<file path="config.mk">
export PLATFORM = sky130hd
export DESIGN_NAME = mrh_top
export DESIGN_NICKNAME = d
export VERILOG_FILES = /design/src/logic/mrh_pkg.sv /design/src/logic/mrh_mem_if.sv /design/src/logic/mrh_param_mem.sv /design/src/logic/mrh_top.sv
export SDC_FILE = /design/constraint.sdc
export NUM_CORES = 1
export LEC_CHECK = 0
export BUFFER_PORTS_ARGS = -buffer_cell sky130_fd_sc_hd__buf_2
export CAP_MARGIN = 25
export CORE_MARGIN = 3
export CORE_UTILIZATION = 45
export DETAILED_ROUTE_END_ITERATION = 8
export PLACE_DENSITY = 0.6
export SYNTH_ARGS = -nofsm -noshare
export SYNTH_HDL_FRONTEND = slang
export SYNTH_SLANG_ARGS = --single-unit
</file>
<file path="constraint.sdc">
create_clock -name clk_sys_in -period 5.3 [get_ports clk_sys_in]
set_input_delay 0.795 -clock clk_sys_in [delete_from_list [all_inputs] [get_ports clk_sys_in]]
set_output_delay 0.795 -clock clk_sys_in [all_outputs]
set_load 0.02 [all_outputs]
</file>
<file path="src/logic/mrh_pkg.sv">
// ****************************************************************
// message receive handshake constants
// ****************************************************************
package mrh_pkg;
  localparam int unsigned DATA_W      = 32;
  localparam int unsigned ADDR_W      = 8;
  localparam int unsigned WORD_W      = 16;
  localparam int unsigned PARAM_WORDS = 17;
  localparam int unsigned IDX_W       = 5;

  // register byte offsets
  localparam logic [7:0] OFS_CTRL       = 8'h00;
  localparam logic [7:0] OFS_DEV        = 8'h04;
  localparam logic [7:0] OFS_PROTO      = 8'h08;
  localparam logic [7:0] OFS_CIRCUIT    = 8'h0C;
  localparam logic [7:0] OFS_CHANNEL    = 8'h10;
  localparam logic [7:0] OFS_STATUS     = 8'h14;
  localparam logic [7:0] OFS_SCAN       = 8'h18;
  localparam logic [7:0] OFS_PARAM_BASE = 8'h40;
  localparam logic [7:0] OFS_PARAM_LAST = 8'h80;

  // field positions
  localparam int unsigned CTRL_EXEC_BIT  = 0;
  localparam int unsigned CTRL_ABORT_BIT = 1;
  localparam int unsigned STAT_BUSY_BIT  = 0;
  localparam int unsigned STAT_DONE_BIT  = 1;
  localparam int unsigned STAT_ERR_BIT   = 2;
  localparam int unsigned STAT_DIGIT_LSB = 4;

  // selector codes
  localparam logic [15:0] DEV_MOTION     = 16'h0001;
  localparam logic [15:0] DEV_SERIAL     = 16'h0005;
  localparam logic [15:0] DEV_ETH_OLD    = 16'h0006;
  localparam logic [15:0] DEV_ETH_NEW    = 16'h0010;
  localparam logic [15:0] PROTO_REG      = 16'h0001;
  localparam logic [15:0] PROTO_RAW_WORD = 16'h0002;
  localparam logic [15:0] PROTO_RAW_BYTE = 16'h0003;

  // accepted ranges
  localparam logic [15:0] SEL_MIN         = 16'h0001;
  localparam logic [15:0] CIRC_MAX_SERIAL = 16'h0010;
  localparam logic [15:0] CIRC_MAX_OTHER  = 16'h0008;
  localparam logic [15:0] CH_MAX_MOTION   = 16'h000C;
  localparam logic [15:0] CH_MAX_ETH      = 16'h000A;
  localparam logic [15:0] CH_MAX_SERIAL   = 16'h0001;

  // result word upper and lower bytes and error digits
  localparam logic [7:0] RES_BUSY   = 8'h00;
  localparam logic [7:0] RES_DONE   = 8'h10;
  localparam logic [3:0] RES_ERR_HI = 4'h8;
  localparam logic [7:0] RES_LOW    = 8'h00;
  localparam logic [3:0] ERR_NONE   = 4'h0;
  localparam logic [3:0] ERR_DEV    = 4'h1;
  localparam logic [3:0] ERR_PROTO  = 4'h2;
  localparam logic [3:0] ERR_CIRC   = 4'h3;
  localparam logic [3:0] ERR_CH     = 4'h4;

  localparam logic [4:0]  IDX_RESULT = 5'h00;
  localparam logic [4:0]  IDX_SIZE   = 5'h06;
  localparam logic [15:0] RST_WORD   = 16'h0000;
  localparam logic [15:0] INC_WORD   = 16'h0001;
  localparam logic [15:0] INC_BYTE   = 16'h0002;

  typedef enum logic [3:0] {
    ST_IDLE    = 4'b0001,
    ST_WAIT_CH = 4'b0010,
    ST_RECV    = 4'b0100,
    ST_ABORT   = 4'b1000
  } mrh_state_t;
endpackage : mrh_pkg

</file>
<file path="src/logic/mrh_mem_if.sv">
`timescale 1ns/1ns
// ****************************************************************
// parameter list port
// ****************************************************************
interface mrh_mem_if;
  logic        res_we;
  logic [15:0] res_data;
  logic        size_we;
  logic [15:0] size_data;
  logic        bus_we;
  logic [4:0]  bus_idx;
  logic [15:0] bus_wdata;
  logic [4:0]  rd_idx;
  logic [15:0] rd_data;
  modport ctl (output res_we, res_data, size_we, size_data, bus_we, bus_idx, bus_wdata,
               output rd_idx, input rd_data);
  modport mem (input res_we, res_data, size_we, size_data, bus_we, bus_idx, bus_wdata,
               input rd_idx, output rd_data);
endinterface : mrh_mem_if

</file>
<file path="src/logic/mrh_param_mem.sv">
`timescale 1ns/1ns
// ****************************************************************
// seventeen word parameter list
// ****************************************************************
module mrh_param_mem (
  input  wire logic clk_sys_in,
  input  wire logic nrst_in,
  mrh_mem_if.mem    mem_if
);
  logic [15:0] words [mrh_pkg::PARAM_WORDS];
  logic [15:0] rd_q;
  logic [15:0] next_rd;

  // control writes win over a bus write to the same word
  for (genvar i = 0; i < mrh_pkg::PARAM_WORDS; i++) begin : g_word
    logic [15:0] next_word;
    always_comb begin
      next_word = words[i];
      if (mem_if.bus_we && (mem_if.bus_idx == 5'(i))) begin
        next_word = mem_if.bus_wdata;
      end
      if (mem_if.res_we && (mrh_pkg::IDX_RESULT == 5'(i))) begin
        next_word = mem_if.res_data;
      end
      if (mem_if.size_we && (mrh_pkg::IDX_SIZE == 5'(i))) begin
        next_word = mem_if.size_data;
      end
    end
    always_ff @(posedge clk_sys_in or negedge nrst_in) begin
      if (!nrst_in) begin
        words[i] <= mrh_pkg::RST_WORD;
      end else begin
        words[i] <= next_word;
      end
    end
  end

  always_comb begin
    next_rd = mrh_pkg::RST_WORD;
    if (32'(mem_if.rd_idx) < mrh_pkg::PARAM_WORDS) begin
      next_rd = words[mem_if.rd_idx];
    end
  end

  always_ff @(posedge clk_sys_in or negedge nrst_in) begin
    if (!nrst_in) begin
      rd_q <= mrh_pkg::RST_WORD;
    end else begin
      rd_q <= next_rd;
    end
  end

  assign mem_if.rd_data = rd_q;
endmodule : mrh_param_mem

</file>
<file path="src/logic/mrh_top.sv">
// The implementer's own choices: register access over Avalon-MM and the placing of the registers.
`timescale 1ns/1ns
module mrh_top (
  input  wire logic        clk_sys_in,
  input  wire logic        nrst_in,
  input  wire logic [7:0]  avs_address_in,
  input  wire logic        avs_read_in,
  input  wire logic        avs_write_in,
  input  wire logic [31:0] avs_writedata_in,
  input  wire logic [3:0]  avs_byteenable_in,
  output logic      [31:0] avs_readdata_out,
  output logic             avs_waitrequest_out,
  input  wire logic        rx_valid_in,
  input  wire logic [15:0] rx_data_in,
  input  wire logic        rx_last_in,
  input  wire logic        send_busy_in,
  output logic             rx_ready_out,
  output logic             resp_req_out,
  output logic             rx_chan_busy_out,
  output logic             busy_out,
  output logic             complete_out,
  output logic             error_out
);
  // ****************************************************************
  // selection check
  // ****************************************************************
  function automatic logic [3:0] sel_check(input logic [15:0] dev, input logic [15:0] proto,
                                            input logic [15:0] circ, input logic [15:0] ch);
    logic [15:0] circ_max;
    logic [15:0] ch_max;
    circ_max = mrh_pkg::CIRC_MAX_OTHER;
    ch_max   = mrh_pkg::CH_MAX_ETH;
    sel_check = mrh_pkg::ERR_NONE;
    case (dev)
      mrh_pkg::DEV_MOTION:  ch_max = mrh_pkg::CH_MAX_MOTION;
      mrh_pkg::DEV_SERIAL: begin
        circ_max = mrh_pkg::CIRC_MAX_SERIAL;
        ch_max   = mrh_pkg::CH_MAX_SERIAL;
      end
      mrh_pkg::DEV_ETH_OLD, mrh_pkg::DEV_ETH_NEW: ch_max = mrh_pkg::CH_MAX_ETH;
      default: sel_check = mrh_pkg::ERR_DEV;
    endcase
    if (sel_check == mrh_pkg::ERR_NONE) begin
      if (proto < mrh_pkg::PROTO_REG || proto > mrh_pkg::PROTO_RAW_BYTE) begin
        sel_check = mrh_pkg::ERR_PROTO;
      end else if (circ < mrh_pkg::SEL_MIN || circ > circ_max) begin
        sel_check = mrh_pkg::ERR_CIRC;
      end else if (ch < mrh_pkg::SEL_MIN || ch > ch_max) begin
        sel_check = mrh_pkg::ERR_CH;
      end
    end
  endfunction : sel_check

  mrh_mem_if mem_if ();

  mrh_param_mem u_mem (
    .clk_sys_in (clk_sys_in),
    .nrst_in    (nrst_in),
    .mem_if     (mem_if.mem)
  );

  // ****************************************************************
  // avalon slave
  // ****************************************************************
  logic        rd_stage;
  logic        next_rd_stage;
  logic        next_wait;
  logic [31:0] next_rdata;
  logic        exec_bit;
  logic        abort_bit;
  logic [15:0] dev_sel;
  logic [15:0] proto_sel;
  logic [15:0] circ_sel;
  logic [15:0] ch_sel;
  logic        next_exec_bit;
  logic        next_abort_bit;
  logic [15:0] next_dev_sel;
  logic [15:0] next_proto_sel;
  logic [15:0] next_circ_sel;
  logic [15:0] next_ch_sel;
  logic        wr_fire;
  logic        scan_tick;
  logic        in_param;
  logic [7:0]  param_ofs;
  logic [15:0] wmask;
  logic [15:0] wval;
  logic [3:0]  err_digit;

  assign param_ofs = avs_address_in - mrh_pkg::OFS_PARAM_BASE;
  assign in_param  = (avs_address_in >= mrh_pkg::OFS_PARAM_BASE) &&
                     (avs_address_in <= mrh_pkg::OFS_PARAM_LAST) && (avs_address_in[1:0] == 2'h0);
  // parameter words merge byte lanes with the registered old word, so they take one extra cycle
  assign wr_fire   = avs_write_in && avs_waitrequest_out && (rd_stage || !in_param);
  assign scan_tick = wr_fire && (avs_address_in == mrh_pkg::OFS_SCAN);
  assign wmask     = {{8{avs_byteenable_in[1]}}, {8{avs_byteenable_in[0]}}};
  assign wval      = avs_writedata_in[15:0];
  assign mem_if.rd_idx    = param_ofs[6:2];
  assign mem_if.bus_idx   = param_ofs[6:2];
  assign mem_if.bus_we    = wr_fire && in_param;
  assign mem_if.bus_wdata = (wval & wmask) | (mem_if.rd_data & ~wmask);

  always_comb begin
    next_wait      = 1'b1;
    next_rd_stage  = 1'b0;
    next_rdata     = avs_readdata_out;
    next_exec_bit  = exec_bit;
    next_abort_bit = abort_bit;
    next_dev_sel   = dev_sel;
    next_proto_sel = proto_sel;
    next_circ_sel  = circ_sel;
    next_ch_sel    = ch_sel;
    if (wr_fire) begin
      next_wait = 1'b0;
      case (avs_address_in)
        mrh_pkg::OFS_CTRL: if (avs_byteenable_in[0]) begin
          next_exec_bit  = avs_writedata_in[mrh_pkg::CTRL_EXEC_BIT];
          next_abort_bit = avs_writedata_in[mrh_pkg::CTRL_ABORT_BIT];
        end
        mrh_pkg::OFS_DEV:     next_dev_sel   = (wval & wmask) | (dev_sel & ~wmask);
        mrh_pkg::OFS_PROTO:   next_proto_sel = (wval & wmask) | (proto_sel & ~wmask);
        mrh_pkg::OFS_CIRCUIT: next_circ_sel  = (wval & wmask) | (circ_sel & ~wmask);
        mrh_pkg::OFS_CHANNEL: next_ch_sel    = (wval & wmask) | (ch_sel & ~wmask);
        default: next_exec_bit = exec_bit;
      endcase
    end else if ((avs_read_in || (avs_write_in && in_param)) &&
                 avs_waitrequest_out && !rd_stage) begin
      next_rd_stage = 1'b1;
    end else if (avs_read_in && rd_stage) begin
      next_wait  = 1'b0;
      next_rdata = 32'h0000_0000;
      if (in_param) begin
        next_rdata[15:0] = mem_if.rd_data;
      end else begin
        case (avs_address_in)
          mrh_pkg::OFS_CTRL: begin
            next_rdata[mrh_pkg::CTRL_EXEC_BIT]  = exec_bit;
            next_rdata[mrh_pkg::CTRL_ABORT_BIT] = abort_bit;
          end
          mrh_pkg::OFS_DEV:     next_rdata[15:0] = dev_sel;
          mrh_pkg::OFS_PROTO:   next_rdata[15:0] = proto_sel;
          mrh_pkg::OFS_CIRCUIT: next_rdata[15:0] = circ_sel;
          mrh_pkg::OFS_CHANNEL: next_rdata[15:0] = ch_sel;
          mrh_pkg::OFS_STATUS: begin
            next_rdata[mrh_pkg::STAT_BUSY_BIT] = busy_out;
            next_rdata[mrh_pkg::STAT_DONE_BIT] = complete_out;
            next_rdata[mrh_pkg::STAT_ERR_BIT]  = error_out;
            next_rdata[mrh_pkg::STAT_DIGIT_LSB +: 4] = err_digit;
          end
          default: next_rdata = 32'h0000_0000;
        endcase
      end
    end
  end

  always_ff @(posedge clk_sys_in or negedge nrst_in) begin
    if (!nrst_in) begin
      avs_waitrequest_out <= 1'b1;
      avs_readdata_out    <= 32'h0000_0000;
      rd_stage            <= 1'b0;
      exec_bit            <= 1'b0;
      abort_bit           <= 1'b0;
      dev_sel             <= mrh_pkg::RST_WORD;
      proto_sel           <= mrh_pkg::RST_WORD;
      circ_sel            <= mrh_pkg::RST_WORD;
      ch_sel              <= mrh_pkg::RST_WORD;
    end else begin
      avs_waitrequest_out <= next_wait;
      avs_readdata_out    <= next_rdata;
      rd_stage            <= next_rd_stage;
      exec_bit            <= next_exec_bit;
      abort_bit           <= next_abort_bit;
      dev_sel             <= next_dev_sel;
      proto_sel           <= next_proto_sel;
      circ_sel            <= next_circ_sel;
      ch_sel              <= next_ch_sel;
    end
  end

  // ****************************************************************
  // scan driven control
  // ****************************************************************
  mrh_pkg::mrh_state_t state;
  mrh_pkg::mrh_state_t next_state;
  logic        exec_armed;
  logic        abort_armed;
  logic        got_last;
  logic [15:0] dev_q;
  logic [15:0] proto_q;
  logic [15:0] size_cnt;
  logic        next_exec_armed;
  logic        next_abort_armed;
  logic        next_got_last;
  logic [15:0] next_dev_q;
  logic [15:0] next_proto_q;
  logic [15:0] next_size_cnt;
  logic        next_complete;
  logic        next_error;
  logic        next_resp;
  logic [3:0]  next_err_digit;
  logic [3:0]  chk;
  logic        rx_take;

  assign chk     = sel_check(dev_sel, proto_sel, circ_sel, ch_sel);
  assign rx_take = rx_valid_in && rx_ready_out;

  always_comb begin
    next_state         = state;
    next_exec_armed    = exec_armed;
    next_abort_armed   = abort_armed;
    next_got_last      = got_last;
    next_dev_q         = dev_q;
    next_proto_q       = proto_q;
    next_size_cnt      = size_cnt;
    next_complete      = complete_out;
    next_error         = error_out;
    next_resp          = 1'b0;
    next_err_digit     = err_digit;
    mem_if.res_we      = 1'b0;
    mem_if.res_data    = {mrh_pkg::RES_BUSY, mrh_pkg::RES_LOW};
    mem_if.size_we     = 1'b0;
    mem_if.size_data   = size_cnt;
    if (rx_take) begin
      // byte mode counts two bytes per word
      next_size_cnt = size_cnt + ((proto_q == mrh_pkg::PROTO_RAW_BYTE) ?
                      mrh_pkg::INC_BYTE : mrh_pkg::INC_WORD);
      next_got_last = rx_last_in;
    end
    if (scan_tick) begin
      next_complete    = 1'b0;
      next_error       = 1'b0;
      next_exec_armed  = exec_armed | !exec_bit;
      next_abort_armed = abort_armed | !abort_bit;
      case (state)
        mrh_pkg::ST_IDLE: begin
          if (abort_bit && abort_armed) begin
            next_state       = mrh_pkg::ST_ABORT;
            next_abort_armed = 1'b0;
            mem_if.res_we    = 1'b1;
          end else if (exec_bit && exec_armed) begin
            next_exec_armed = 1'b0;
            next_err_digit  = chk;
            mem_if.res_we   = 1'b1;
            if (chk != mrh_pkg::ERR_NONE) begin
              next_error      = 1'b1;
              mem_if.res_data = {mrh_pkg::RES_ERR_HI, chk, mrh_pkg::RES_LOW};
            end else begin
              next_dev_q    = dev_sel;
              next_proto_q  = proto_sel;
              next_size_cnt = mrh_pkg::RST_WORD;
              next_got_last = 1'b0;
              // serial channel may be held by a send
              next_state = (dev_sel == mrh_pkg::DEV_SERIAL && send_busy_in) ?
                           mrh_pkg::ST_WAIT_CH : mrh_pkg::ST_RECV;
            end
          end
        end
        mrh_pkg::ST_WAIT_CH, mrh_pkg::ST_RECV: begin
          if (abort_bit && abort_armed) begin
            next_state       = mrh_pkg::ST_ABORT;
            next_abort_armed = 1'b0;
          end else if (state == mrh_pkg::ST_WAIT_CH) begin
            if (!send_busy_in) begin
              next_state = mrh_pkg::ST_RECV;
            end
          end else if (got_last) begin
            next_state      = mrh_pkg::ST_IDLE;
            next_complete   = 1'b1;
            next_resp       = (proto_q == mrh_pkg::PROTO_REG);
            mem_if.res_we   = 1'b1;
            mem_if.res_data = {mrh_pkg::RES_DONE, mrh_pkg::RES_LOW};
            mem_if.size_we  = 1'b1;
          end
        end
        mrh_pkg::ST_ABORT: begin
          next_state      = mrh_pkg::ST_IDLE;
          next_complete   = 1'b1;
          mem_if.res_we   = 1'b1;
          mem_if.res_data = {mrh_pkg::RES_DONE, mrh_pkg::RES_LOW};
        end
        default: next_state = mrh_pkg::ST_IDLE;
      endcase
    end
  end

  always_ff @(posedge clk_sys_in or negedge nrst_in) begin
    if (!nrst_in) begin
      state            <= mrh_pkg::ST_IDLE;
      exec_armed       <= 1'b0;
      abort_armed      <= 1'b0;
      got_last         <= 1'b0;
      dev_q            <= mrh_pkg::RST_WORD;
      proto_q          <= mrh_pkg::RST_WORD;
      size_cnt         <= mrh_pkg::RST_WORD;
      err_digit        <= mrh_pkg::ERR_NONE;
      complete_out     <= 1'b0;
      error_out        <= 1'b0;
      resp_req_out     <= 1'b0;
      busy_out         <= 1'b0;
      rx_ready_out     <= 1'b0;
      rx_chan_busy_out <= 1'b0;
    end else begin
      state            <= next_state;
      exec_armed       <= next_exec_armed;
      abort_armed      <= next_abort_armed;
      got_last         <= next_got_last;
      dev_q            <= next_dev_q;
      proto_q          <= next_proto_q;
      size_cnt         <= next_size_cnt;
      err_digit        <= next_err_digit;
      complete_out     <= next_complete;
      error_out        <= next_error;
      resp_req_out     <= next_resp;
      busy_out         <= (next_state != mrh_pkg::ST_IDLE);
      rx_ready_out     <= (next_state == mrh_pkg::ST_RECV) && !next_got_last;
      rx_chan_busy_out <= (next_state == mrh_pkg::ST_RECV) &&
                          (next_dev_q == mrh_pkg::DEV_SERIAL);
    end
  end
endmodule : mrh_top

</file>
## After elaboration in Yosys (flattened, before gate mapping)

Index checks and enable logic that the tools add are counted.
W data, S select, Z words.

- Word-level logic and storage cells: 254
- Bits in registers: 437
- Output and inout port bits: 39
- Bits in writable memories: 0
- Memory bits (read-only): 0
- Bits in latches: 0
- Input port bits: 67
- Memories: 0

- $lt $le $gt $ge: 10
- Equal/unequal tests: 35
- $add $sub $neg: 2
- Shift operators: 0
- Divide/modulo/power cells: 0
- Bitwise gates (word level): 19
- Reductions and logical operators: 61
- Multipliers: 0
- Multiplexer cells: 86

Operator list:

| kind | count |
|---|---|
| $mux W16 | 23 |
| $and A16 B16 Y16 | 6 |
| $bmux W16 S5 | 1 |
| $or A16 B16 Y16 | 5 |
| $eq A16 B3 Y1 const B | 3 |
| $lt A16 B1 Y1 const B | 3 |
| $mux W4 | 12 |
| $pmux W16 S3 | 1 |
| $eq A5 B4 Y1 const B | 8 |
| $mux W13 | 3 |
| $mux W1 | 34 |
| $logic_and A1 B1 Y1 | 33 |
| $eq A16 B1 Y1 const B | 2 |
| $gt A16 B16 Y1 | 2 |
| $pmux W8 S4 | 1 |
| $eq A8 B5 Y1 const B | 3 |
| $eq A5 B3 Y1 const B | 4 |
| $pmux W4 S5 | 1 |
| $add A16 B2 Y16 | 1 |
| $eq A16 B2 Y1 const B | 1 |
| $eq A16 B5 Y1 const B | 1 |
| $eq A8 B4 Y1 const B | 2 |
| $gt A16 B2 Y1 const B | 1 |
| $not A16 Y16 | 1 |
| other kinds (41) | 61 |

## Depth between registers and ports, before layout

Gate-level depths: netlist (run 1).

- Word-level depth: 16
- Depth in mapped cells: 13
- Mapped depth without buffers: 13

## Modules after synthesis

A second synthesis (run 1) with hierarchy kept.

- Cells, all modules: 1,550
- Area total of the unflattened synthesis: 20,502.2 µm²

By module, submodules not included:

| module | times used | seq. area each (µm²) | cells each | area each (µm²) |
|---|---|---|---|---|
| mrh_param_mem | 1 | 7,206.9 | 910 | 13,247.7 |
| mrh_top | 1 | 3,706.1 | 640 | 7,254.5 |

## Least setup slack after synthesis (run 1)

No wires, ideal clock.

- Path type: register -> register
- From: register with a tool-made name
- To: register rx_chan_busy_out
- Data arrival time: 2.776 ns
- Path slack: 2.429 ns
- Clock period less this slack: 2.871 ns
- Required time: 5.205 ns
- Path buffers: 0
- Stages on the path, launching flop included: 14
- Setup time: 0.095 ns
- Cell sequence: dfrtp_1 nor4_1 and3_1 nand2_1 nor2_1 inv_1 ha_1 nor2b_1 o22ai_1 or3b_1 nor4_4 a31o_2 a21oi_1 nor4b_2

RTL lines:

| item | line | RTL |
|---|---|---|
| end signal, assigned | mrh_top.sv:315 | `rx_chan_busy_out <= (next_state == mrh_pkg::ST_RECV) &&` |
| end, declared | mrh_top.sv:19 | `output logic rx_chan_busy_out,` |

==> impl_metrics.tcl, run 1 <==
set metrics [dict create \
    setup_ws_ps 1537 \
    grt_pass1_vias 13570 \
    core-area_um2 42420 \
    clock_path_buffers 3 \
    rows 75 \
    ioPinCount 106 \
    endpoint_kind "flip-flop" \
    dp_slack_ps 1233 \
    initial_core_util_pct 46.15 \
    tightest_slew_ps 932.6 \
    yosys-top-cells-area "dfrtp_1 (55%), mux4_2 (9.3%), o21ai_0 (6.8%)" \
    cts_buffers 47 \
    first_pass_iters 8 \
    antenna_found_initial 0 \
    pwr_density_cell_nw_per_um2 323.7 \
    grt_util_met2_pct 34.88 \
    final_hold_viol_count 0 \
    fin_crit_ps 3763 \
    slew_headroom_pct 37.70 \
    track_usage_pct 21.78 \
    worst_setup_path_start_kind "flip-flop" \
    wl_um 49290 \
    irDropWorstVdd_uv 203.4 \
    cts_setup_buffers 0 \
    whs_ps 293.8 \
    path_clk_slew_ps 60 \
    critical_path_class "reg -> reg" \
    synth_top_area_cell "dfrtp_1" \
    critPathMaxFanout 4 \
    fp.dieH_um 214.6 \
    drt_iter0_drc 1241 \
    fin_skew_ps 26.01 \
    maxCapViolCount 0 \
    port_buffers 55 \
    cp-endpoint "rx_ready_out$_DFF_PN0_" \
    cts_tree "built" \
    total_leakage_power_nw 9.931 \
    synth_area_um2 19580 \
    yosys.cell_types.count 64 \
    syn_to_final_growth_pct 12.16 \
    worstPathArrival_ps 4220 \
    synth_ff_type "dfrtp_1" \
    wl_per_cell_um 20.81 \
    synth_seq_area_share_pct 55.75 \
    top_usage_layer "met2" \
    drive_above_1_share_pct 20.15 \
    cts_resized 0 \
    rsz0062_at_grt "false" \
    use_met3_pct 3.387 \
    synth_top_area_share_pct 55.48 \
    finalSetupViolCount 0 \
    fin_util_pct 51.77 \
    die_area_um2 46040 \
    status "complete, no violations" \
    seq_area_um2 10910 \
    slew_violations 0 \
    grt_first_pass_wirelength_um 79150 \
    route.vias.total 13340 \
    r2r-end "rx_ready_out$_DFF_PN0_" \
    grt_overflow_total 0 \
    multi_input_area_um2 8077 \
    cts_hold_buf 0 \
    critPathRequiredTime_ps 5760 \
    ctsRootBufferMaster "clkbuf_16" \
    p_total_mw 7.107 \
    nNetsFinal 1838 \
    clock.fmax_ghz 0.2658 \
    gp_congestion 0.8547 \
    rr_worst_depth 13 \
    clkLatencyLatePin_ps 580 \
    antenna_cells 0 \
    grt_util_met1_pct 30.88 \
    hold_path.class "in -> async" \
    nFillCells 3780 \
    synth-seq-cells 436 \
    ff2ff_setup_slack_ps 1540 \
    syn_inst 1734 \
    period_share_pct 71.00 \
    yosysWarnings 0 \
    fp.dieW_um 214.6 \
    cts_htree_levels 2 \
    async_reset_ff_share_pct 100.0 \
    fin_tns_setup_ps 0 \
    drc 0 \
    hpwl_um 32140 \
    syn_area_per_cell_um2 11.29 \
    grt_max_degree 134 \
    synth_edf_count 0 \
    via_per_inst 5.629 \
    antenna_left 0 \
    clock-sinks 436 \
]
[layout make-up]
cell class                 instances  area share, %
clock inverter                    12         0.5185
timing repair buffer             104          3.265
multi-input combinational       1164          36.78
inverter                           9         0.1539
sequential                       436          49.70
clock buffer                      67          6.291
tap                              577          3.288
[cell usage in the layout, fill, tap and decap left out, drive strengths merged, types with 15 or more instances in the layout]
cell | synthesis | layout
nor2b | 32 | 32
mux4 | 81 | 81
clkbuf | 96 | 68
nor2 | 80 | 80
nand3 | 36 | 36
a22o | 17 | 17
mux2 | 77 | 77
buf | 44 | 103
dfrtp | 434 | 434
a22oi | 26 | 26
nor4 | 22 | 22
nor3 | 16 | 16
o21ai | 271 | 271
nand2 | 313 | 313
conb | 1 | 16
a21oi | 15 | 15
mux2i | 19 | 19
[logic make-up (layout without fill, tap and decap cells)]
logic type | Yosys count | in the layout | share of synthesized area [%]
XOR/XNOR | 15 | 15 | 0.6711
adder cells (fa/ha/maj) | 9 | 9 | 0.6136
multiplexers | 177 | 177 | 14.74
buffers and inverters | 149 | 192 | 3.355
flip-flops | 436 | 436 | 55.75
AND/OR/NAND/NOR | 551 | 551 | 13.10
AO/OA/AOI/OAI | 396 | 396 | 11.76
other | 1 | 16 | 0.01916
[worst max-delay path, cell delays in order (launching register included)]
cell and delay (ps):
dfrtp_1 400, nor4_1 400, and3_1 310, nand2_1 110, nor2_1 290, inv_1 110
ha_1 290, nor2b_1 130, o22ai_1 170, or3b_1 430, nor4_4 300, a31o_2 220
a21oi_1 160, nor3_1 310
[through the flow]
step                      cells  cell area, um2
after floorplan            1749           19630
after CTS                  2367           21920
after detailed placement   2288           20420
after global routing       2369           21960
final                      2369           21960
after global placement     2284           20380
[Yosys cell counts (17+ instances only)]
cell	n
dfrtp_1	434
nand2_1	312
o21ai_0	266
clkbuf_1	96
mux4_2	81
nor2_1	80
mux2_2	76
nand3_1	32
nor2b_1	32
a22oi_1	26
buf_2	21
mux2i_1	19
nor4_1	18
a22o_1	17
buf_4	17
[report_power, final]
group / total (mW) / internal [mW] / switching, mW
logic: 0.471 / 0.145 / 0.326
clock network: 3.20 / 1.89 / 1.31
registers: 3.44 / 3.39 / 0.0411
total: 7.11 / 5.43 / 1.68
[worst min-delay path by stage]
| stage | startpoint | endpoint | slack [ps] |
|---|---|---|---|
| after floorplan | proto_q[1]$_DFFE_PN0P_ | resp_req_out$_DFF_PN0_ | 410 |
| after global placement | proto_q[1]$_DFFE_PN0P_ | resp_req_out$_DFF_PN0_ | 440 |
| after detailed placement | proto_q[1]$_DFFE_PN0P_ | resp_req_out$_DFF_PN0_ | 440 |
| after CTS | nrst_in | u_mem.mem_if.rd_data[5]$_DFF_PN0_ | 310 |
| after global routing | nrst_in | dev_q[2]$_DFF_PN0_ | 360 |
| final | nrst_in | dev_q[2]$_DFF_PN0_ | 290 |
[routing by layer]
metal / vias up / wire (um)
li1: 6194 / -
met1: 6733 / 22320
met2: 344 / 23180
met3: 64 / 2553
met4: 0 / 1238
met5: - / 0
Power figures use the tool's default switching activity.
==> run 2: changes to the inputs <==
Clock period 5.3 ns to 3.8 ns, I/O delays scaled along.
==> run 2 against run 1 <==
Net effect:
- the flow now finishes with violations (negative hold slack)
- worst setup slack worse by 1300 ps
- routed wire length grew 0.96%
- cell count is 0.76% higher
- critical path type unchanged
- largest cell class unchanged
- highest routed layer unchanged
==> impl_metrics.tcl, run 2 (synthesized netlist as in run 1, its figures left out) <==
set metrics [dict create \
    antenna_cells 0 \
    grt_max_degree 99 \
    tightest_slew_ps 873.6 \
    cts_tree "built" \
    port_buffers 55 \
    maxCapViolCount 0 \
    slew_headroom_pct 41.76 \
    violations "negative hold slack" \
    slew_violations 0 \
    worst_setup_path_start_kind "flip-flop" \
    critPathMaxFanout 34 \
    antenna_found_initial 1 \
    fp.dieW_um 214.6 \
    grt_pass1_vias 13660 \
    critPathRequiredTime_ps 4240 \
    p_switching_mw 2.331 \
    cp_num_cells 12 \
    layout_commonest_cell "dfrtp_1" \
    drc 0 \
    syn_to_final_growth_pct 12.82 \
    core-area_um2 42420 \
    initial_core_util_pct 46.15 \
    wl_per_cell_um 20.85 \
    pwr-share-seq_pct 48.4 \
    die_area_um2 46040 \
    clkLatencyLatePin_ps 570 \
    cts_hold_buf 0 \
    clock.fmax_ghz 0.2797 \
    nFillCells 3764 \
    crit_path_cell_trace "nor4_1, and3_1, nand2_1, nor3_1, nand2b_1, ha_1, nand3_1, nand3_1, a211o_1, nor4_4, buf_6, mux2_2" \
    p_sw_share_pct 23.59 \
    status "finished with violations" \
    p_int_mw 7.551 \
    fin_util_pct 52.07 \
    clock_path_buffers 3 \
    irDropWorstVdd_uv 266.0 \
    cts_buffers 46 \
    drive_above_1_share_pct 20.61 \
    fin_tns_setup_ps 0 \
    rows 75 \
    fin_crit_ps 3576 \
    cpMaxStageDelayCell "nor4_1" \
    path_clk_slew_ps 60 \
    path_buf_inv 1 \
    critical_path_class "reg -> reg" \
    rsz0062_at_grt "false" \
    ioPinCount 106 \
    fin_skew_ps 17.50 \
    first_pass_iters 4 \
    endpoint_kind "flip-flop" \
    whs_ps -0.07949 \
    grt_first_pass_wirelength_um 79980 \
    track_usage_pct 22.00 \
    total_leakage_power_nw 9.989 \
    fp.dieH_um 214.6 \
    cts_htree_levels 2 \
    cts_setup_buffers 0 \
    final_hold_viol_count 2 \
    rr_worst_depth 12 \
    finalSetupViolCount 0 \
    drt_iter0_drc 1032 \
    clkPwrFrac_pct 44.8 \
    combPwrFrac_pct 6.7 \
    critical-path-top-delay-family "simple AND/OR/NAND/NOR gates" \
    nNetsFinal 1851 \
    cpMostUsedCell "nand3_1" \
    antenna_left 0 \
    hpwl_um 32730 \
    period_share_pct 94.10 \
    cpPeakStageDelay_ps 400 \
    worstPathArrival_ps 4020 \
    ctsRootBufferMaster "clkbuf_16" \
    route.vias.total 13330 \
    gp_congestion 0.8463 \
    final_cell_mix "dfrtp_1 (434), nand2_1 (312), o21ai_0 (266)" \
    via_per_inst 5.582 \
    hold_path.class "in -> async" \
    clock-sinks 436 \
    wl_um 49770 \
    pwr_density_cell_nw_per_um2 447.5 \
    grt_overflow_total 0 \
]
## run 2: cell count changes in the layout (fill, tap and decap cells not counted), moves of 2 or more
cell | before | now
clkbuf_1 | 7 | 14
clkinv_2 | 9 | 6
buf_4 | 46 | 57
buf_12 | 2 | 6
buf_6 | 0 | 2
clkbuf_8 | 14 | 12
## run 2: layout make-up
class                           instances  area (um2)  share of cell area, %
Multi-Input combinational cell       1164        8080                  36.59
Inverter                                9       33.78                 0.1530
Timing Repair Buffer                  118       845.8                  3.830
Sequential cell                       436       10910                  49.41
Tap cell                              577       721.9                  3.269
Clock inverter                         11       122.6                 0.5552
Clock buffer                           72        1369                  6.198
## run 2: final timing paths
kind / endpoint / slack, ps
max in group asynchronous: u_mem.words[188]$_DFFE_PN0P_ / 2760
min reg2reg: u_mem.words[24]$_DFFE_PN0P_ / 480
min in group clk_sys_in: avs_waitrequest_out$_DFF_PN1_ / 260
max: proto_q[0]$_DFFE_PN0P_ / 220
min: dev_q[7]$_DFF_PN0_ / -0.08
max reg2reg: proto_q[0]$_DFFE_PN0P_ / 220
## run 2: per-stage QoR
stage | power (mW) | setup slack [ps] | hold slack, ps | cells | area (um2)
after floorplan | 5.233 | 929.4 | 274.4 | 1749 | 19630
after global placement | 5.540 | 194.9 | 456.8 | 2303 | 20580
after detailed placement | 5.548 | 105.9 | 460.5 | 2303 | 20580
after CTS | 10.00 | 63.68 | 57.42 | 2386 | 22070
after global routing | 10.25 | 2.023 | 57.82 | 2387 | 22090
final | 9.883 | 224.2 | -0.07949 | 2387 | 22090
## run 2: what timing repair did
item,in CTS,in global routing
endpoints found under the hold margin,0,0
gates resized for setup,0,1
endpoints found under the setup margin,0,2
## run 2: power groups by stage
stage                     clock, mW  combinational, mW  sequential [mW]
after floorplan                   0              0.291             4.94
after global placement            0              0.672             4.87
after detailed placement          0              0.676             4.87
after CTS                      4.54              0.679             4.79
after global routing           4.72              0.733             4.80
final                          4.43              0.666             4.79
## run 2: per-layer routing
layer | vias up | share of wire (%) | routed length [um] | GRT usage (%)
li1 | 6235 | - | - | -
met1 | 6694 | 46 | 22910 | 31.42
met2 | 321 | 47 | 23210 | 35.15
met3 | 75 | 4.9 | 2446 | 3.458
met4 | 0 | 2.4 | 1202 | 6.343
met5 | - | 0 | 0 | 0
